[config.mk]
export PLATFORM = sky130hd
export DESIGN_NAME = dcdcr_regs
export DESIGN_NICKNAME = d
export VERILOG_FILES = /design/src/hdl/dcdcr_pkg.sv /design/src/hdl/dcdcr_tclk_if.sv /design/src/hdl/dcdcr_regs.sv /design/src/hdl/dcdcr_test_clk_div.sv
export SDC_FILE = /design/constraint.sdc
export NUM_CORES = 1
export LEC_CHECK = 0
export ABC_CLOCK_PERIOD_IN_PS = 5270
export BUFFER_PORTS_ARGS = -buffer_cell sky130_fd_sc_hd__buf_2
export CORE_MARGIN = 2
export CORE_UTILIZATION = 58
export DETAILED_ROUTE_END_ITERATION = 16
export PLACE_DENSITY = 0.85
export SKIP_CTS_REPAIR_TIMING = 1
export SLEW_MARGIN = 15
export SYNTH_ARGS = -nofsm -noshare
export SYNTH_HDL_FRONTEND = slang
export SYNTH_SLANG_ARGS = --single-unit
[constraint.sdc]
create_clock -name clk_sys -period 5.27 [get_ports clk_sys]
set_input_delay 0.2635 -clock clk_sys [delete_from_list [all_inputs] [get_ports clk_sys]]
set_output_delay 0.2635 -clock clk_sys [all_outputs]
set_load 0.01 [all_outputs]
[src/hdl/dcdcr_pkg.sv]
`default_nettype none

package dcdcr_pkg;

  // ----------------------------------------------------------------
  // register port widths
  // ----------------------------------------------------------------
  localparam int ADDR_W = 12;
  localparam int DATA_W = 8;

  // ----------------------------------------------------------------
  // register offsets
  // ----------------------------------------------------------------
  localparam logic [11:0] COARSE_RB_ADDR = 12'h099;
  localparam logic [11:0] FINE_RB_ADDR = 12'h09a;
  localparam logic [11:0] PHASE_RB_ADDR = 12'h09b;
  localparam logic [11:0] CLK_CTRL_ADDR = 12'h09d;
  localparam logic [11:0] TEST_OUT_ADDR = 12'h0a0;
  localparam logic [11:0] LANE_INTERP_ADDR = 12'h110;
  localparam logic [11:0] DATAPATH_ADDR = 12'h111;

  // ----------------------------------------------------------------
  // field positions and widths
  // ----------------------------------------------------------------
  localparam int COARSE_W = 6;
  localparam int FINE_W = 8;
  localparam int PHASE_W = 5;
  localparam int CLK_INV_BIT = 2;
  localparam int DCC_BIT = 1;
  localparam int XC_BIT = 0;
  localparam int TEST_EN_BIT = 7;
  localparam int TEST_DIV_LSB = 0;
  localparam int LANES_LSB = 4;
  localparam int INTERP_LSB = 0;
  localparam int SINC_BIT = 7;

  // ----------------------------------------------------------------
  // reset values and codes
  // ----------------------------------------------------------------
  localparam logic [5:0] COARSE_RST = 6'h00;
  localparam logic [7:0] FINE_RST = 8'h00;
  localparam logic [4:0] PHASE_RST = 5'h00;
  localparam logic CLK_INV_RST = 1'b0;
  localparam logic DCC_RST = 1'b1;
  localparam logic XC_RST = 1'b1;
  localparam logic TEST_EN_RST = 1'b0;
  localparam logic [1:0] TEST_DIV_RST = 2'h0;
  localparam logic [3:0] LANES_RST = 4'h8;
  localparam logic [3:0] INTERP_RST = 4'h1;
  localparam logic SINC_RST = 1'b0;
  localparam logic [3:0] INTERP_MAX = 4'h8;
  localparam logic [3:0] INTERP_BYPASS = 4'h0;
  localparam logic [7:0] RD_ZERO = 8'h00;

endpackage : dcdcr_pkg

`default_nettype wire

[src/hdl/dcdcr_tclk_if.sv]
`timescale 1ns/10ps
`default_nettype none

// ------------------------------------------------------------------
// test clock divider control
// ------------------------------------------------------------------
interface dcdcr_tclk_if;
  logic clk_en;
  logic enable;
  logic [1:0] div_sel;
  logic out;

  modport cfg (output clk_en, output enable, output div_sel, input out);
  modport div (input clk_en, input enable, input div_sel, output out);
endinterface : dcdcr_tclk_if

`default_nettype wire

[src/hdl/dcdcr_regs.sv]
`timescale 1ns/10ps
`default_nettype none

// Behaviour
// RULE1: coarse 6-bit, fine 8-bit, phase 5-bit readbacks are read-only, zero after reset.
// RULE2: readbacks refresh only on a zero-to-one change of the request bit.
// RULE3: clock invert bit 0 passes loop clock normally, 1 inverts it.
// RULE4: duty cycle correction on while control bit 1 set; set after reset.
// RULE5: cross control on while control bit 0 set; set after reset.
// RULE6: loop clock reaches test output only while debug bit 7 set; clear at reset.
// RULE7: 2-bit debug field selects test clock divide ratio; resets to zero.
// RULE8: software changes 4-bit lane count, reset 8, only during deframer soft reset; the code takes lane writes at any time.
// RULE9: datapath bit 7 enables inverse sinc filter, zero bypasses it; reset zero.
// RULE10: 4-bit ratio select resets to 1; undefined codes force safe bypass.
// RULE11: reserved bits read zero; writes to reserved and read-only bits ignored.
module dcdcr_regs (
  // clock, reset, enable
  input wire logic clk_sys,
  input wire logic rst_b,
  input wire logic clk_en,
  // register port
  input wire logic [11:0] reg_addr,
  input wire logic [7:0] reg_wdata,
  input wire logic reg_wr,
  input wire logic reg_rd,
  output logic [7:0] reg_rdata,
  output logic reg_rd_valid,
  // delay loop setpoints and request level
  input wire logic [5:0] dll_coarse_in,
  input wire logic [7:0] dll_fine_in,
  input wire logic [4:0] dll_phase_in,
  input wire logic readback_request,
  input wire logic dll_clk,
  // clock controls
  output logic clock_polarity_invert,
  output logic duty_correction_enable,
  output logic cross_control_enable,
  output logic test_clk_out,
  // datapath controls
  output logic [3:0] serial_lane_count,
  output logic [3:0] upsample_ratio_select,
  output logic interp_reserved,
  output logic sinc_compensation_enable
);

  typedef struct packed {
    logic [5:0] coarse;
    logic [7:0] fine;
    logic [4:0] phase;
    logic req_q;
    logic inv;
    logic dcc;
    logic xc;
    logic test_en;
    logic [1:0] test_div;
    logic [3:0] lanes;
    logic [3:0] interp_raw;
    logic [3:0] interp_eff;
    logic interp_rsv;
    logic sinc;
    logic [7:0] rdata;
    logic rvalid;
  } dcdcr_regs_t;

  localparam dcdcr_regs_t ST_RST = '{
    coarse: dcdcr_pkg::COARSE_RST,
    fine: dcdcr_pkg::FINE_RST,
    phase: dcdcr_pkg::PHASE_RST,
    req_q: 1'b0,
    inv: dcdcr_pkg::CLK_INV_RST,
    dcc: dcdcr_pkg::DCC_RST,
    xc: dcdcr_pkg::XC_RST,
    test_en: dcdcr_pkg::TEST_EN_RST,
    test_div: dcdcr_pkg::TEST_DIV_RST,
    lanes: dcdcr_pkg::LANES_RST,
    interp_raw: dcdcr_pkg::INTERP_RST,
    interp_eff: dcdcr_pkg::INTERP_RST,
    interp_rsv: 1'b0,
    sinc: dcdcr_pkg::SINC_RST,
    rdata: dcdcr_pkg::RD_ZERO,
    rvalid: 1'b0
  };

  dcdcr_regs_t st_r;
  dcdcr_regs_t st_nxt;

  // ----------------------------------------------------------------
  // helpers
  // ----------------------------------------------------------------
  // codes above the last defined ratio are reserved
  function automatic logic interp_valid(input logic [3:0] code);
    interp_valid = (code <= dcdcr_pkg::INTERP_MAX);
  endfunction : interp_valid

  // RULE1: readback words, upper bits zero
  // read mux; unmapped offsets and reserved bits answer zero
  function automatic logic [7:0] read_word(input logic [11:0] addr,
                                           input dcdcr_regs_t s);
    logic [7:0] w;
    w = dcdcr_pkg::RD_ZERO;
    case (addr)
      dcdcr_pkg::COARSE_RB_ADDR: w[5:0] = s.coarse;
      dcdcr_pkg::FINE_RB_ADDR: w = s.fine;
      dcdcr_pkg::PHASE_RB_ADDR: w[4:0] = s.phase;
      dcdcr_pkg::CLK_CTRL_ADDR:
      begin
        w[dcdcr_pkg::CLK_INV_BIT] = s.inv;
        w[dcdcr_pkg::DCC_BIT] = s.dcc;
        w[dcdcr_pkg::XC_BIT] = s.xc;
      end
      dcdcr_pkg::TEST_OUT_ADDR:
      begin
        w[dcdcr_pkg::TEST_EN_BIT] = s.test_en;
        w[dcdcr_pkg::TEST_DIV_LSB +: 2] = s.test_div;
      end
      dcdcr_pkg::LANE_INTERP_ADDR:
      begin
        w[dcdcr_pkg::LANES_LSB +: 4] = s.lanes;
        w[dcdcr_pkg::INTERP_LSB +: 4] = s.interp_raw;
      end
      dcdcr_pkg::DATAPATH_ADDR: w[dcdcr_pkg::SINC_BIT] = s.sinc;
      default: w = dcdcr_pkg::RD_ZERO;
    endcase
    read_word = w;
  endfunction : read_word

  // ----------------------------------------------------------------
  // next state
  // ----------------------------------------------------------------
  always_comb
  begin
    st_nxt = st_r;
    st_nxt.req_q = readback_request;
    // RULE2: capture on request rising only
    if (readback_request && !st_r.req_q)
    begin
      st_nxt.coarse = dll_coarse_in;
      st_nxt.fine = dll_fine_in;
      st_nxt.phase = dll_phase_in;
    end
    // RULE11: writes touch writable bits only
    if (reg_wr)
    begin
      case (reg_addr)
        dcdcr_pkg::CLK_CTRL_ADDR:
        begin
          st_nxt.inv = reg_wdata[dcdcr_pkg::CLK_INV_BIT];
          st_nxt.dcc = reg_wdata[dcdcr_pkg::DCC_BIT];
          st_nxt.xc = reg_wdata[dcdcr_pkg::XC_BIT];
        end
        dcdcr_pkg::TEST_OUT_ADDR:
        begin
          st_nxt.test_en = reg_wdata[dcdcr_pkg::TEST_EN_BIT];
          st_nxt.test_div = reg_wdata[dcdcr_pkg::TEST_DIV_LSB +: 2];
        end
        dcdcr_pkg::LANE_INTERP_ADDR:
        begin
          // RULE8: lane count taken as is, no resync
          st_nxt.lanes = reg_wdata[dcdcr_pkg::LANES_LSB +: 4];
          st_nxt.interp_raw = reg_wdata[dcdcr_pkg::INTERP_LSB +: 4];
        end
        dcdcr_pkg::DATAPATH_ADDR:
          st_nxt.sinc = reg_wdata[dcdcr_pkg::SINC_BIT];
        default: ;
      endcase
    end
    // RULE10: reserved ratio codes fall back to bypass
    if (interp_valid(st_nxt.interp_raw))
    begin
      st_nxt.interp_eff = st_nxt.interp_raw;
      st_nxt.interp_rsv = 1'b0;
    end
    else
    begin
      st_nxt.interp_eff = dcdcr_pkg::INTERP_BYPASS;
      st_nxt.interp_rsv = 1'b1;
    end
    // read answer one cycle later, old value if written same cycle
    st_nxt.rvalid = reg_rd;
    st_nxt.rdata = reg_rd ? read_word(reg_addr, st_r) : dcdcr_pkg::RD_ZERO;
  end

  // state register, frozen while the clock enable is low
  always_ff @(posedge clk_sys or negedge rst_b)
  begin
    if (!rst_b)
      st_r <= ST_RST;
    else if (clk_en)
      st_r <= st_nxt;
  end

  // ----------------------------------------------------------------
  // test clock divider
  // ----------------------------------------------------------------
  dcdcr_tclk_if tif ();

  assign tif.clk_en = clk_en;
  assign tif.enable = st_r.test_en;
  assign tif.div_sel = st_r.test_div;

  dcdcr_test_clk_div u_div (
    .clk_sys (clk_sys),
    .rst_b (rst_b),
    .dll_clk (dll_clk),
    .tif (tif)
  );

  // ----------------------------------------------------------------
  // outputs, all from flops
  // ----------------------------------------------------------------
  // RULE3: polarity control to the clock path
  assign clock_polarity_invert = st_r.inv;
  // RULE4: duty correction control
  assign duty_correction_enable = st_r.dcc;
  // RULE5: cross control enable
  assign cross_control_enable = st_r.xc;
  // RULE9: sinc compensation enable
  assign sinc_compensation_enable = st_r.sinc;
  assign test_clk_out = tif.out;
  assign serial_lane_count = st_r.lanes;
  assign upsample_ratio_select = st_r.interp_eff;
  assign interp_reserved = st_r.interp_rsv;
  assign reg_rdata = st_r.rdata;
  assign reg_rd_valid = st_r.rvalid;

  // ----------------------------------------------------------------
  // checks
  // ----------------------------------------------------------------
  coarse_read_a: assert property ( // RULE1
    @(posedge clk_sys) disable iff (!rst_b)
    clk_en && reg_rd && reg_addr == dcdcr_pkg::COARSE_RB_ADDR
    |=> reg_rd_valid && reg_rdata == {2'h0, $past(st_r.coarse)})
    else $error("coarse readback answer wrong");

  rb_hold_a: assert property ( // RULE2
    @(posedge clk_sys) disable iff (!rst_b)
    !(clk_en && readback_request && !st_r.req_q)
    |=> $stable(st_r.coarse) && $stable(st_r.fine) && $stable(st_r.phase))
    else $error("readback changed without request edge");

  rb_capture_a: assert property ( // RULE2
    @(posedge clk_sys) disable iff (!rst_b)
    clk_en && readback_request && !st_r.req_q
    |=> st_r.fine == $past(dll_fine_in) && st_r.phase == $past(dll_phase_in)
        && st_r.coarse == $past(dll_coarse_in))
    else $error("readback not captured on request");

  polarity_wr_a: assert property ( // RULE3
    @(posedge clk_sys) disable iff (!rst_b)
    clk_en && reg_wr && reg_addr == dcdcr_pkg::CLK_CTRL_ADDR
    |=> clock_polarity_invert == $past(reg_wdata[dcdcr_pkg::CLK_INV_BIT]))
    else $error("clock invert not written");

  duty_cross_a: assert property ( // RULE4
    @(posedge clk_sys) disable iff (!rst_b)
    clk_en && reg_wr && reg_addr == dcdcr_pkg::CLK_CTRL_ADDR
    |=> duty_correction_enable == $past(reg_wdata[dcdcr_pkg::DCC_BIT])
        && cross_control_enable == $past(reg_wdata[dcdcr_pkg::XC_BIT]))
    else $error("duty or cross control not written");

  cross_hold_a: assert property ( // RULE5
    @(posedge clk_sys) disable iff (!rst_b)
    !(reg_wr && reg_addr == dcdcr_pkg::CLK_CTRL_ADDR)
    |=> $stable(cross_control_enable))
    else $error("cross control moved without write");

  sinc_wr_a: assert property ( // RULE9
    @(posedge clk_sys) disable iff (!rst_b)
    clk_en && reg_wr && reg_addr == dcdcr_pkg::DATAPATH_ADDR
    |=> sinc_compensation_enable == $past(reg_wdata[dcdcr_pkg::SINC_BIT]))
    else $error("sinc enable not written");

  interp_safe_a: assert property ( // RULE10
    @(posedge clk_sys) disable iff (!rst_b)
    interp_reserved == (st_r.interp_raw > dcdcr_pkg::INTERP_MAX)
    && (interp_reserved ? upsample_ratio_select == dcdcr_pkg::INTERP_BYPASS
                        : upsample_ratio_select == st_r.interp_raw))
    else $error("ratio select not made safe");

  reserved_zero_a: assert property ( // RULE11
    @(posedge clk_sys) disable iff (!rst_b)
    clk_en && reg_rd && reg_addr == dcdcr_pkg::PHASE_RB_ADDR
    |=> reg_rdata[7:5] == 3'h0)
    else $error("reserved bits read nonzero");

endmodule : dcdcr_regs

`default_nettype wire

[src/hdl/dcdcr_test_clk_div.sv]
`timescale 1ns/10ps
`default_nettype none

module dcdcr_test_clk_div (
  // clock and reset
  input wire logic clk_sys,
  input wire logic rst_b,
  // loop clock pin, asynchronous
  input wire logic dll_clk,
  // control from the register slice
  dcdcr_tclk_if.div tif
);

  typedef struct packed {
    logic s1;
    logic s2;
    logic s3;
    logic lvl;
    logic [2:0] cnt;
    logic out;
  } dcdcr_div_t;

  dcdcr_div_t st_r;
  dcdcr_div_t st_nxt;
  logic rise;
  logic [2:0] half_m1;

  // ----------------------------------------------------------------
  // sampling and division
  // ----------------------------------------------------------------
  // s1 feeds s2 only; a level counts once s2 and s3 agree
  always_comb
  begin
    st_nxt = st_r;
    rise = 1'b0;
    st_nxt.s1 = dll_clk;
    st_nxt.s2 = st_r.s1;
    st_nxt.s3 = st_r.s2;
    if (st_r.s2 == st_r.s3 && st_r.s3 != st_r.lvl)
    begin
      st_nxt.lvl = st_r.s3;
      rise = st_r.s3;
    end
    case (tif.div_sel)
      2'h2: half_m1 = 3'h1;
      2'h3: half_m1 = 3'h3;
      default: half_m1 = 3'h0;
    endcase
    // RULE6: output gated by enable
    if (!tif.enable)
    begin
      st_nxt.cnt = 3'h0;
      st_nxt.out = 1'b0;
    end
    // RULE7: ratio one passes the level, else 2**sel
    else if (tif.div_sel == 2'h0)
    begin
      st_nxt.out = st_r.lvl;
    end
    else if (rise)
    begin
      if (st_r.cnt >= half_m1)
      begin
        st_nxt.cnt = 3'h0;
        st_nxt.out = ~st_r.out;
      end
      else
      begin
        st_nxt.cnt = st_r.cnt + 3'h1;
      end
    end
  end

  // state register, frozen while the clock enable is low
  always_ff @(posedge clk_sys or negedge rst_b)
  begin
    if (!rst_b)
      st_r <= '0;
    else if (tif.clk_en)
      st_r <= st_nxt;
  end

  assign tif.out = st_r.out;

  // ----------------------------------------------------------------
  // checks
  // ----------------------------------------------------------------
  test_gate_off_a: assert property ( // RULE6
    @(posedge clk_sys) disable iff (!rst_b)
    tif.clk_en && !tif.enable |=> !st_r.out)
    else $error("test clock not gated off");

  div_one_pass_a: assert property ( // RULE7
    @(posedge clk_sys) disable iff (!rst_b)
    tif.clk_en && tif.enable && tif.div_sel == 2'h0
    |=> st_r.out == $past(st_r.lvl))
    else $error("undivided test clock wrong");

  div_hold_a: assert property ( // RULE7
    @(posedge clk_sys) disable iff (!rst_b)
    tif.clk_en && tif.enable && tif.div_sel != 2'h0 && !rise
    |=> $stable(st_r.out))
    else $error("divided clock moved without edge");

endmodule : dcdcr_test_clk_div

`default_nettype wire

=== After elaboration in Yosys (flattened, before gate mapping) ===
Index checks and enable logic that the tools add are counted.

* Add/sub/neg operators: 1
* $lt $le $gt $ge: 2
* Equality and inequality tests: 15
* Multiplexer cells: 18
* Bitwise logic cells: 1
* Reduce and logical (&&, ||, !) cells: 12

{| class="wikitable"
|+ Operators by type and width
! kind !! number
|-
| $eq A12 B8 Y1 const B || 5
|-
| $eq A12 B9 Y1 const B || 2
|-
| $reduce_and A3 Y1 || 6
|-
| $mux W4 || 4
|-
| $pmux W2 S6 || 1
|-
| $mux W8 || 1
|-
| $pmux W2 S4 || 1
|-
| $mux W3 || 2
|-
| $ne A3 B1 Y1 const B || 2
|-
| $mux W5 || 1
|-
| $pmux W1 S5 || 1
|-
| $eq A2 B2 Y1 const B || 2
|-
| $le A4 B4 Y1 const B || 1
|-
| $pmux W1 S4 || 1
|-
| $pmux W2 S2 || 1
|-
| $reduce_and A2 Y1 || 2
|-
| $add A3 B1 Y3 const B || 1
|-
| $ge A3 B2 Y1 || 1
|-
| $mux W1 || 3
|-
| $pmux W1 S3 || 1
|-
| $logic_and A1 B1 Y1 || 2
|-
| $logic_not A2 Y1 || 1
|-
| $ne A2 B1 Y1 const B || 1
|-
| $ne A2 B2 Y1 const B || 1
|-
| other kinds (5) || 5
|}

* Register bits after elaboration: 57
* Input bits: 46
* Output and inout port bits: 23
* Word-level logic and storage cells: 71

=== Longest topological paths before layout ===
Gate-level depths: netlist of run 1.

* Depth after elaboration: 7
* Gate-level depth with buffers: 8
* Depth with buffers taken out: 7

=== Cells and area by module ===
A second synthesis of run 1 with hierarchy kept.

* Cell total of the unflattened synthesis: 242
* Area, all modules: 2960.3 um2

{| class="wikitable"
|+ Modules (own cells, without submodules)
! module !! times used !! cells an instance !! area an instance (um2) !! sequential area each (um2)
|-
| dcdcr_regs || 1 || 197 || 2456.1 || 1232.4
|-
| dcdcr_test_clk_div || 1 || 45 || 504.2 || 200.2
|}

=== Worst setup path before layout of run 1 ===
No wires, ideal clock.

* Path type: register -> register
* From: register st_r, in the netlist tif.div_sel[1]
* To: register u_div.st_r, in the netlist u_div.tif.out
* Setup time: 122 ps
* Arrival: 1867 ps
* Required time: 5148 ps
* Setup slack: 3281 ps
* Cell stages (with the launch flop): 8
* Buffers on the path: 1
* Clock period less this slack: 1989 ps
* Cell sequence: dfrtp_1 clkbuf_1 ha_1 nand2b_1 a2111oi_2 a21oi_1 a22o_1 a32o_1

* Word-level cells in the longest chain between the ends: 5
* Elaborated cells between the ends (all ways): 10
* Classes of those cells: 1 x order compare; 4 x eq/ne; 3 x mux; 2 x reduce/logical

{| class="wikitable"
|+ Ends and longest elaborated chain
! what !! RTL line !! RTL
|-
| start: declaration || dcdcr_regs.sv:84 || <nowiki>dcdcr_regs_t st_r;</nowiki>
|-
| start signal: assignment || dcdcr_regs.sv:189 || <nowiki>st_r <= st_nxt;</nowiki>
|-
| $eq A2 B2 Y1 || dcdcr_test_clk_div.sv:44 || <nowiki>case (tif.div_sel)</nowiki>
|-
| $pmux W2 S2 || dcdcr_test_clk_div.sv:44 ||
|-
| $ge A3 B2 Y1 || dcdcr_test_clk_div.sv:62 || <nowiki>if (st_r.cnt >= half_m1)</nowiki>
|-
| $ne A3 B1 Y1 (no line) || -- ||
|-
| $reduce_and A3 Y1 (no line) || -- ||
|-
| end signal: assignment || dcdcr_test_clk_div.sv:80 || <nowiki>st_r <= st_nxt;</nowiki>
|-
| end: declaration || dcdcr_test_clk_div.sv:23 || <nowiki>dcdcr_div_t st_r;</nowiki>
|}

Parallel ways exist; a longest one is shown, timed or not.
A chain may end at the register's enable or synchronous reset.

=== Final worst setup path of run 1 ===
* From: register u_div.st_r[1] (netlist bit)
* To: register u_div.st_r, in the netlist u_div.tif.out

* Word-level cells in the longest chain between the ends: 3

{| class="wikitable"
|+ Ends and longest elaborated chain
! what !! RTL line
|-
| $ge A3 B2 Y1 || dcdcr_test_clk_div.sv:62
|-
| $ne A3 B1 Y1 (no line) || --
|-
| $reduce_and A3 Y1 (no line) || --
|}

No other way between the ends.

==> results of run 1 <==
[worst min path at each step]
stage	from	endpoint	cells past startpoint
after floorplan	rst_b	clock_polarity_invert$_DFFE_PN0P_	0
after global placement	rst_b	st_r[38]$_DFFE_PN0P_	2
after detailed placement	rst_b	st_r[38]$_DFFE_PN0P_	2
after CTS	rst_b	st_r[33]$_DFFE_PN0P_	2
after global routing	rst_b	u_div.st_r[1]$_DFFE_PN0P_	2
final	rst_b	st_r[38]$_DFFE_PN0P_	2
[placed cells by master, fill, tap and decap left out, types with 2 or more instances in the layout]
cell        n
a2111oi_0   2
a21oi_1     6
a221o_1     3
a221oi_1    3
a22o_1      2
a22oi_1     6
and2_1      2
and2b_1     2
and3_4      2
buf_2      68
clkbuf_8   13
dfrtp_1    52
dfstp_2     5
ha_1        3
inv_1       6
mux2_1      7
mux2_2     30
mux2i_1     5
nand2_1    18
nand2b_1    3
nand3_1     7
nand3b_1    3
nor2_1      5
nor2b_1     7
nor3_1      6
nor3b_1     2
o211ai_1    3
o21ai_0    11
o2bb2ai_1   3
o31ai_1     2
[sequential cells by signal, indices dropped and copies added (netlist names)]
register	count
cross_control_enable	1
upsample_ratio_select	4
u_div.st_r	5
u_div.tif.out	1
st_r	24
duty_correction_enable	1
tif.enable	1
reg_rd_valid	1
sinc_compensation_enable	1
u_div.st_nxt	2
serial_lane_count	4
tif.div_sel	2
clock_polarity_invert	1
reg_rdata	8
interp_reserved	1
[power breakdown]
group | switching, uW | internal, uW
combinational | 56.1 | 61.4
clock | 170 | 266
sequential | 24.2 | 479
[per-layer routing]
layer / vias to the layer above / part of all wire (%)
li1: 1039 / -
met3: 6 / 5.5
met1: 1061 / 44
met2: 77 / 50
met5: - / 0
met4: 0 / 0.98
[per-stage QoR]
stage	utilization [%]	hold slack (ps)	total power, uW	cell area, sq um	setup slack, ps
2_1_floorplan	-	-32.1	577	2940	3280
3_3_place_gp	66.2	433	620	3190	3160
3_5_place_dp	66.2	435	627	3190	3150
4_1_cts	70.7	68.0	1060	3400	3140
5_1_grt	70.7	111	1100	3400	3060
6_report	70.7	46.1	1060	3400	3130
[kinds of logic after synthesis]
kind of cell    count (synthesis)
buf+inv                        33
flops                          57
fa+ha+maj                       3
mux                            43
simple gates                   68
compound gates                 50
[critical path: cells and delay by family, from the launching register on]
family          cells  cell delay, ps
compound gates      4            1110
fa+ha+maj           1             290
buf+inv             1              70
flops               1             390
simple gates        1             160
[final cells by class]
cell class                      instances  area share, %
Sequential cell                        57           42.1
Multi-Input combinational cell        164           38.3
Timing Repair Buffer                   69           10.2
Clock buffer                           13           5.26
Tap cell                               67           2.46
Clock inverter                          2           1.03
Inverter                                6          0.662
==> summary.md, run 1 <==
| Metric | Value |
|---|---|
| WS Path Type | `reg2reg` |
| Die Span X | `75.2 um` |
| Routed Antenna Nets | `0` |
| Synth area leader | `dfrtp_1` |
| Crit Path Max Fanout | `4` |
| Detail Placement HPWL | `4830 um` |
| Reg2reg setup slack | `3130 ps` |
| Commonest cells in the netlist | `dfrtp_1, mux2_2, nand2_1, buf_4, o21ai_0` |
| Fill cells | `361` |
| Setup TNS | `0 ps` |
| # diodes | `0` |
| Crit-path slowest cell | `a2111oi_2` |
| CP arrival | `2360 ps` |
| Slew Limit Fails | `0` |
| Footprint of the multi-input gates | `0.00130 sq mm` |
| Synth Area in Simple Gates | `13.8%` |
| GR Layer Usage met3 | `7.36%` |
| Non-Filler Instances | `378` |
| CTS Buf Count | `9` |
| Clock slew at reported path FFs | `60 ps` |
| Largest net degree at the start of global routing | `58` |
| Synth top area cells | `dfrtp_1, mux2_2, dfstp_2` |
| Cell Area, Synth | `0.00294 sq mm` |
| Most numerous cell in the Yosys netlist | `dfrtp_1` |
| Share of the synthesized area in the top cell type | `44.3%` |
| Initial antenna violation count | `0` |
| Total global-route track usage | `25.6%` |
| Worst setup path start | `u_div.st_r[1]$_DFFE_PN0P_` |
| Port Buf Inserts | `68` |
| Fin Clk Skew | `12.2 ps` |
| CP Cell Sequence | `inv_1 -> ha_1 -> nand2b_1 -> a2111oi_2 -> a21oi_1 -> a22o_1 -> a32o_1` |
| Area Growth Syn to Fin | `15.9%` |
| Remaining DRCs | `0` |
| Syn_area_per_cell | `11.6 sq um` |
| Largest family of logic cells by synthesized area | `multiplexers` |
| Synthesis Warnings | `0` |
| Clock Tree Buf Depth | `2` |
| RR Startpoint | `u_div.st_r[1]$_DFFE_PN0P_` |
| Clock Latency Late Sink | `340 ps` |
| CTS sink cnt | `57` |
| Max cap viols | `0` |
| Relative slew slack | `39.9%` |
| Critical path endpoint | `u_div.tif.out$_DFFE_PN0P_` |
| Synthesis-stage register bit count | `57` |
| Die Y-Extent | `75.2 um` |
| Hold Path Class | `in2async` |
| RD Place Congestion | `0.872` |
| Dpl cells | `363` |
| Final worst path period need | `2140 ps` |
| Compound-cell area share of the yosys netlist | `12.9%` |
| Root buf cell | `clkbuf_8` |
| Htree depth | `3` |
| GRT met1 Usage | `34.0%` |
| Tightest Pin Transition | `899 ps` |
| Ys flop type | `dfrtp_1` |
| Initial DRC count | `153` |
| Boundary Pins | `69` |
| Post-synthesis mux area share | `16.4%` |
| CTS tree | `built` |
| Post-synthesis xor/xnor area fraction | `0%` |
| Pleak | `0.00160 uW` |
| Post-synth EDFFs | `0` |
| Worst EP required | `5490 ps` |
| Number of different library cells in the post-synthesis netlist | `54` |
| Routed wire length | `6630 um` |
| Via count | `2183` |
| GR Overflow Total | `0` |
| First-pass GRT wire length | `10400 um` |
| WL/cell | `17.6 um` |
| Crit start category | `flop` |
| Hold Violations, Final | `0` |
| Final Net Count | `356` |
| Vias in the first global route | `2157` |
| CP peak stage delay | `520 ps` |
| Final setup violation count | `0` |
| Power Dens Cells | `310 mW/mm^2` |
| VDD IR max | `0.307 mV` |
| Post-Synth Adder-Cell Area | `1.28%` |
| Worst R2R Path Depth | `7` |
| Final period util | `40.6%` |
| Row cnt | `25` |
| Die area | `0.00565 sq mm` |
| Reg2reg end | `u_div.tif.out$_DFFE_PN0P_` |
| GR peak layer | `met2` |
| F_max | `467 MHz` |
| Initial Util | `61.0%` |
| GR Util met2 | `39.4%` |
| Crit end category | `flop` |
| Cells after Synth | `254` |
| Seq/Total Area, Yosys | `48.8%` |
| Share of flip-flops with an asynchronous set or reset | `100%` |
| Core Box Area | `0.00482 sq mm` |
| Sequential cell area | `0.00143 sq mm` |
| RSZ-0062 raised after global routing | `no` |
| Share of layout cells above drive strength 1 | `41.5%` |
| Vias per cell | `5.78` |
| Post-synth net total | `303` |
| Drt pass-1 iters | `4` |
| Status | `completed` |
(Power assumes the default switching activity.)
==> run 2, diff against run 1 <==
--- a/config.mk
+++ b/config.mk
@@ -5,12 +5,13 @@
 export SDC_FILE = /design/constraint.sdc
 export NUM_CORES = 1
 export LEC_CHECK = 0
-export ABC_CLOCK_PERIOD_IN_PS = 5270
+export ABC_AREA = 1
+export ABC_CLOCK_PERIOD_IN_PS = 2200
 export BUFFER_PORTS_ARGS = -buffer_cell sky130_fd_sc_hd__buf_2
 export CORE_MARGIN = 2
-export CORE_UTILIZATION = 58
+export CORE_UTILIZATION = 54
 export DETAILED_ROUTE_END_ITERATION = 16
-export PLACE_DENSITY = 0.85
+export PLACE_DENSITY = 0.8
 export SKIP_CTS_REPAIR_TIMING = 1
 export SLEW_MARGIN = 15
 export SYNTH_ARGS = -nofsm -noshare
==> constraint.sdc (replaced) <==
create_clock -name clk_sys -period 2.2 [get_ports clk_sys]
set_input_delay 0.11 -clock clk_sys [delete_from_list [all_inputs] [get_ports clk_sys]]
set_output_delay 0.11 -clock clk_sys [all_outputs]
set_load 0.01 [all_outputs]
==> run 2 against run 1 <==
The run now ends with negative hold slack left. Maximum frequency is 30% higher. Die area is 9.8% higher. Clock skew is 2.9 ps lower. First-iteration DRC count is 16% lower. Sequential share of layout area is 2.0 points lower. Clock power is 140% higher. Combinational power is 130% higher. Count of clock-buffer cells in the layout is 3 lower. Flip-flop and latch count stayed put. Register-to-register slack worse by 2600 ps. Final area is 5.0% higher. Largest power group unchanged.
==> summary.md, run 2 <==
| Metric | Value |
|---|---|
| Status | `finished with violations` |
| Failing checks | `negative hold slack` |
| CTS Buf Count | `9 (unchanged)` |
| Routed Antenna Nets | `0 (unchanged)` |
| Port Buf Inserts | `68 (unchanged)` |
| Final setup violation count | `0 (unchanged)` |
| Min setup slack post-route | `548 ps (-2580 ps)` |
| Cell Area, Synth | `0.00302 sq mm (+2.7%)` |
| Worst EP required | `2420 ps (-3070 ps)` |
| Htree depth | `3 (unchanged)` |
| Routed wire length | `6640 um (about the same)` |
| Hold Startpoint | `reg_wdata[4]` |
| Pleak | `0.00193 uW (+20%)` |
| CP Cell Sequence | `ha_1 -> o21ai_0 -> nand2_1 -> nor3_1 -> nand2_1 -> nand3_1 -> o21ai_0` |
| Crit-path slowest cell | `dfrtp_1` |
| Die area | `0.00620 sq mm (+9.8%)` |
| Hold Path Stages | `2` |
| Final worst path period need | `1650 ps (-489 ps)` |
| Reg2reg end | `u_div.tif.out$_DFFE_PN0P_` |
| Initial DRC count | `129 (-16%)` |
| Ys flop type | `dfrtp_1` |
| Tightest Pin Transition | `647 ps (-252 ps)` |
| Synthesis-stage register bit count | `57 (unchanged)` |
| Dpl cells | `487 (+34%)` |
| Non-Filler Instances | `507 (+34%)` |
| Fill cells | `467 (+29%)` |
| Commonest cells after routing, fill and taps aside | `nand2_1, buf_2, dfrtp_1` |
| Place WS | `552 ps (-2600 ps)` |
| First-pass GRT wire length | `11200 um (+7.7%)` |
| Core Box Area | `0.00544 sq mm (+13%)` |
| Detail Placement HPWL | `4940 um (+2.4%)` |
| Boundary Pins | `69 (unchanged)` |
| Endpoint, Worst Hold | `serial_lane_count[0]$_DFFE_PN0P_` |
| Area Growth Syn to Fin | `18.5%` |
| Fin Clk Skew | `9.30 ps (-2.93 ps)` |
| CP arrival | `1870 ps (-490 ps)` |
| Die Y-Extent | `78.7 um (+4.8%)` |
| Syn_area_per_cell | `8.20 sq um (-29%)` |
| Hold Violations, Final | `3 (+3)` |
| Crit start category | `flop` |
| Drt pass-1 iters | `7 (+3)` |
| Cell family with most CP delay | `simple AND/OR/NAND/NOR gates` |
| Slew Limit Fails | `0 (unchanged)` |
| WS Path Type | `reg2reg` |
| Post-synth EDFFs | `0 (unchanged)` |
| Crit end category | `flop` |
| Row cnt | `27 (+8.0%)` |
| Die Span X | `78.7 um (+4.8%)` |
| Synth area leader | `dfrtp_1` |
| Initial antenna violation count | `0 (unchanged)` |
| Clock slew at reported path FFs | `70 ps (about the same)` |
| Biggest register | `st_r` |
| Vias in the first global route | `2566 (+19%)` |
| Buf/Inv on CP | `0 (-1)` |
| Share of flip-flops with an asynchronous set or reset | `100% (unchanged)` |
| Final Net Count | `479 (+35%)` |
| Final core utilization | `65.7% (-4.9 points)` |
| Vias per cell | `5.18 (-10%)` |
| Post-synth net total | `417 (+38%)` |
| Initial Util | `55.5% (-5.5 points)` |
| Share of layout cells above drive strength 1 | `28.3% (-13 points)` |
| Worst setup path start | `tif.div_sel[1]$_DFFE_PN0P_` |
| Remaining DRCs | `0 (unchanged)` |
| Worst R2R Path Depth | `7 (unchanged)` |
| Total power | `2510 uW (+140%)` |
| Seq/Total Area, Yosys | `47.5% (-1.3 points)` |
| Relative slew slack | `56.8% (+17 points)` |
| # diodes | `0 (unchanged)` |
| Reg2reg setup slack | `550 ps (-2580 ps)` |
| RR Startpoint | `tif.div_sel[1]$_DFFE_PN0P_` |
| Synth top area cells | `dfrtp_1, nand2_1, mux2_2` |
| Commonest non-fill, non-tap cell in the layout | `nand2_1` |
| RSZ-0062 raised after global routing | `no` |
| GR Overflow Total | `0 (unchanged)` |
| Clock Tree Buf Depth | `2 (unchanged)` |
| Clock Latency Late Sink | `340 ps (about the same)` |
| CP peak stage delay | `420 ps (-100 ps)` |
| Max reg flops | `24 (unchanged)` |
| Cells after Synth | `368 (+45%)` |
| Setup TNS | `0 ps (unchanged)` |
| CTS tree | `built` |
| Max cap viols | `0 (unchanged)` |
| WL/cell | `13.1 um (-25%)` |
| Share of the synthesized area in the top cell type | `43.1% (-1.2 points)` |
| Hold Path Class | `in2reg` |
| Power Dens Cells | `703 mW/mm^2 (+130%)` |
| Hold Slack | `-3.46 ps (-49.6 ps)` |
| Number of different library cells in the post-synthesis netlist | `30 (-44%)` |
| Crit Path Max Fanout | `5 (+1)` |
| Most numerous cell in the Yosys netlist | `nand2_1` |
| Root buf cell | `clkbuf_8` |
| Largest net degree at the start of global routing | `35 (-40%)` |
| RD Place Congestion | `0.830 (-4.8%)` |
| Commonest cells in the netlist | `nand2_1, dfrtp_1, inv_1, nor2_1, nand3_1` |
| Final period util | `75.1% (+34 points)` |
| CTS sink cnt | `57 (unchanged)` |
| Synthesis Warnings | `0 (unchanged)` |
| VDD IR max | `0.541 mV (+77%)` |
| Total global-route track usage | `23.5% (-2.1 points)` |
| F_max | `605 MHz (+30%)` |
| Via count | `2627 (+20%)` |
## run 2: changes by cell type in the layout (fill, tap and decap cells not counted), sizes merged, moves of 5 or more
cell	before	now
nand2	19	109
mux2i	5	0
inv	6	37
o21ai	11	19
nand4	1	15
a22oi	6	0
mux2	38	18
nor2b	7	0
nor2	5	41
nand3	7	27
## run 2: cell type report
type	instances	area (sq um)	share of cell area [%]
clock buffer	10	128	3.57
clock inverter	6	82.6	2.31
inverter	39	148	4.13
multi-input combinational	249	1290	36.0
sequential	57	1430	40.1
tap	72	90.1	2.52
timing repair buffer	74	408	11.4
## run 2: worst max path at each step
stage | slack [ps] | cells after the start | end
global placement | 630 | 7 | u_div.tif.out$_DFFE_PN0P_
detailed placement | 550 | 7 | u_div.tif.out$_DFFE_PN0P_
global route | 380 | 9 | u_div.tif.out$_DFFE_PN0P_
CTS | 540 | 7 | u_div.tif.out$_DFFE_PN0P_
finish | 550 | 7 | u_div.tif.out$_DFFE_PN0P_
floorplan | 650 | 8 | u_div.tif.out$_DFFE_PN0P_
## run 2: per-stage QoR
stage,area (sq um),hold WS [ps]
finish,3580,-3.46
global route,3580,0.848
CTS,3540,-231
detailed placement,3330,137
global placement,3330,137
floorplan,3020,-186
## run 2: cells by family after synthesis
kind of cell / share of synthesized area [%]
AOI/OAI and AO/OA: 4.89
DFF: 47.5
and+or+nand+nor: 29.4
buffers and inverters: 9.83
muxes: 7.09
adders and majority gates: 1.24
## run 2: worst register-to-register path, delay by kind of cell, from the launching register on
family	cells	cell delay, ps
adder cells (fa/ha/maj)	1	280
AND/OR/NAND/NOR	4	570
AO/OA/AOI/OAI	2	250
flip-flops	1	420
## run 2: report_power, final
group          total, uW  switching (uW)  internal, uW
Sequential          1200            53.4          1140
Combinational        269             149           120
Clock               1050             417           631
## run 2: layer usage
layer	track usage, %	up-vias	routed length, um
met5	0	-	0
met4	10.9	0	132
met2	38.8	73	3270
li1	-	1289	-
met3	6.82	12	336
met1	28.5	1253	2900
==> run 3, diff against run 2 <==
--- a/config.mk
+++ b/config.mk
@@ -6,12 +6,12 @@
 export NUM_CORES = 1
 export LEC_CHECK = 0
 export ABC_AREA = 1
-export ABC_CLOCK_PERIOD_IN_PS = 2200
+export ABC_CLOCK_PERIOD_IN_PS = 1500
 export BUFFER_PORTS_ARGS = -buffer_cell sky130_fd_sc_hd__buf_2
 export CORE_MARGIN = 2
-export CORE_UTILIZATION = 54
+export CORE_UTILIZATION = 49
 export DETAILED_ROUTE_END_ITERATION = 16
-export PLACE_DENSITY = 0.8
+export PLACE_DENSITY = 0.76
 export SKIP_CTS_REPAIR_TIMING = 1
 export SLEW_MARGIN = 15
 export SYNTH_ARGS = -nofsm -noshare
==> constraint.sdc (replaced) <==
create_clock -name clk_sys -period 1.5 [get_ports clk_sys]
set_input_delay 0.075 -clock clk_sys [delete_from_list [all_inputs] [get_ports clk_sys]]
set_output_delay 0.075 -clock clk_sys [all_outputs]
set_load 0.01 [all_outputs]
==> run 3 against run 2 <==
The run ends with negative hold slack, negative setup slack left. Wire length up 9.0%. Power grew 49%. Final area grew 6.6%. Worst setup slack got worse by 570 ps. Count of clock-buffer cells in the layout grew 1. Clock skew down 2.8 ps. Clock power grew 48%.
==> summary.md, run 3 (synthesized netlist as in run 2, its figures left out) <==
| Metric | Value |
|---|---|
| RSZ-0062 raised after global routing | `yes` |
| Non-Filler Instances | `533 (+5.1%)` |
| Routed wire length | `7240 um (+9.0%)` |
| Hold Slack | `-8.43 ps (-4.97 ps)` |
| Hold Startpoint | `dll_fine_in[2]` |
| WL/cell | `13.6 um (+3.7%)` |
| GR Overflow Total | `0 (unchanged)` |
| Dpl cells | `494 (+1.4%)` |
| Status | `finished with violations` |
| RD Place Congestion | `0.823 (-0.88%)` |
| Remaining DRCs | `0 (unchanged)` |
| Fill cells | `474 (+1.5%)` |
| Crit Path Max Fanout | `5 (unchanged)` |
| Share of layout cells above drive strength 1 | `28.4% (+0.11 points)` |
| Area Growth Syn to Fin | `26.4%` |
| Via count | `2669 (+1.6%)` |
| Final core utilization | `64.4% (-1.4 points)` |
| Pleak | `0.00203 uW (+5.3%)` |
| Power Dens Cells | `984 mW/mm^2 (+40%)` |
| VDD IR max | `0.757 mV (+40%)` |
| Hold Violations, Final | `3 (unchanged)` |
| Final worst path period need | `1520 ps (-133 ps)` |
| CP arrival | `1780 ps (-90 ps)` |
| Endpoint, Worst Hold | `st_r[37]$_DFFE_PN0P_` |
| Boundary Pins | `69 (unchanged)` |
| WS Path Type | `reg2reg` |
| Die area | `0.00680 sq mm (+9.7%)` |
| Initial DRC count | `158 (+22%)` |
| Vias per cell | `5.01 (-3.4%)` |
| # diodes | `0 (unchanged)` |
| Clock Latency Late Sink | `340 ps (about the same)` |
| Clock slew at reported path FFs | `60 ps (about the same)` |
| Clock Tree Buf Depth | `2 (unchanged)` |
| Commonest non-fill, non-tap cell in the layout | `nand2_1` |
| Final Net Count | `502 (+4.8%)` |
| Detail Placement HPWL | `5120 um (+3.5%)` |
| First-pass GRT wire length | `11100 um (-0.56%)` |
| Die Y-Extent | `82.5 um (+4.7%)` |
| Hold Path Stages | `3 (+1)` |
| Largest net degree at the start of global routing | `58 (+66%)` |
| Tightest Pin Transition | `470 ps (-177 ps)` |
| CTS tree | `built` |
| Final setup violation count | `1 (+1)` |
| Die Span X | `82.5 um (+4.7%)` |
| RR Startpoint | `tif.div_sel[1]$_DFFE_PN0P_` |
| Max cap viols | `0 (unchanged)` |
| CTS Buf Count | `9 (unchanged)` |
| Max reg flops | `24 (unchanged)` |
| Initial antenna violation count | `0 (unchanged)` |
| Core Box Area | `0.00592 sq mm (+8.9%)` |
| F_max | `658 MHz (+8.7%)` |
| Initial Util | `51.0% (-4.5 points)` |
| Hold Path Class | `in2reg` |
| Slew Limit Fails | `0 (unchanged)` |
| Biggest register | `st_r` |
| Routed Antenna Nets | `0 (unchanged)` |
| Worst R2R Path Depth | `8 (+1)` |
| Min setup slack post-route | `-19.5 ps (-567 ps)` |
| Commonest cells after routing, fill and taps aside | `nand2_1, buf_2, dfrtp_1` |
| Crit start category | `flop` |
| Htree depth | `3 (unchanged)` |
| Reg2reg setup slack | `-20 ps (-570 ps)` |
| Port Buf Inserts | `68 (unchanged)` |
| Reg2reg end | `u_div.tif.out$_DFFE_PN0P_` |
| Drt pass-1 iters | `4 (-3)` |
| Vias in the first global route | `2581 (+0.58%)` |
| CTS sink cnt | `57 (unchanged)` |
| Root buf cell | `clkbuf_8` |
| Total global-route track usage | `21.9% (-1.6 points)` |
| Relative slew slack | `68.5% (+12 points)` |
| Final period util | `101% (+26 points)` |
| Total power | `3750 uW (+49%)` |
| Failing checks | `negative hold slack, negative setup slack` |
| Fin Clk Skew | `6.48 ps (-2.82 ps)` |
| Worst EP required | `1760 ps (-660 ps)` |
| Crit end category | `flop` |
| Row cnt | `28 (+3.7%)` |
==> run 3: cell count changes in the layout (fill, tap and decap cells not counted), moves of 2 or more <==
cell           delta
dlygate4sd3_1    +17
buf_4             +6
o21ai_0           -3
o21ai_1           +3
clkinv_2          -2
==> run 3: area by class of cell <==
cell class,instances,area [sq um],area share [%]
well taps,75,93.8,2.46
inverters,39,148,3.87
repair buffers,97,623,16.3
clock buffers,11,131,3.45
flip-flops and latches,57,1430,37.6
multi-input cells,249,1300,34.2
clock inverters,5,80.1,2.10
==> run 3: per-layer routing <==
layer | global-route usage, % | vias to the layer above | wire [um]
met1 | 26.0 | 1251 | 3020
met3 | 6.41 | 10 | 346
met2 | 37.7 | 64 | 3770
li1 | - | 1344 | -
met4 | 7.67 | 0 | 97
met5 | 0 | - | 0
==> run 3: how the worst max path moves through the flow <==
stage,to,slack [ps],start,depth (start not counted)
global placement,u_div.tif.out$_DFFE_PN0P_,40,tif.div_sel[1]$_DFFE_PN0P_,7
CTS,u_div.tif.out$_DFFE_PN0P_,-50,tif.div_sel[1]$_DFFE_PN0P_,7
floorplan,u_div.tif.out$_DFFE_PN0P_,40,tif.div_sel[1]$_DFFE_PN0P_,8
finish,u_div.tif.out$_DFFE_PN0P_,-20,tif.div_sel[1]$_DFFE_PN0P_,8
global route,u_div.tif.out$_DFFE_PN0P_,-120,u_div.st_r[1]$_DFFE_PN0P_,9
detailed placement,u_div.tif.out$_DFFE_PN0P_,-30,tif.div_sel[1]$_DFFE_PN0P_,7
==> run 3: power breakdown <==
part | switching (uW) | leakage, uW | total, uW | internal (uW)
Sequential | 81.1 | 0.000720 | 1760 | 1680
Combinational | 231 | 0.00121 | 442 | 212
Clock | 617 | 0.0000995 | 1550 | 933
==> run 3: critical path, cell delays in order, from the launching register on <==
cell	delay [ps]
dfrtp_1	420
ha_1	310
o21ai_1	120
nand2_1	100
nor3_4	220
nand2_1	100
nand3_2	70
nand2_1	50
o21ai_1	70
==> run 3: through the flow <==
stage	setup TNS [ps]	cell area, sq um	setup slack, ps
floorplan	0	3020	38.5
global placement	0	3360	44.6
detailed placement	-34.6	3360	-34.6
CTS	-48.1	3580	-48.1
global route	-215	3810	-118
finish	-19.5	3810	-19.5
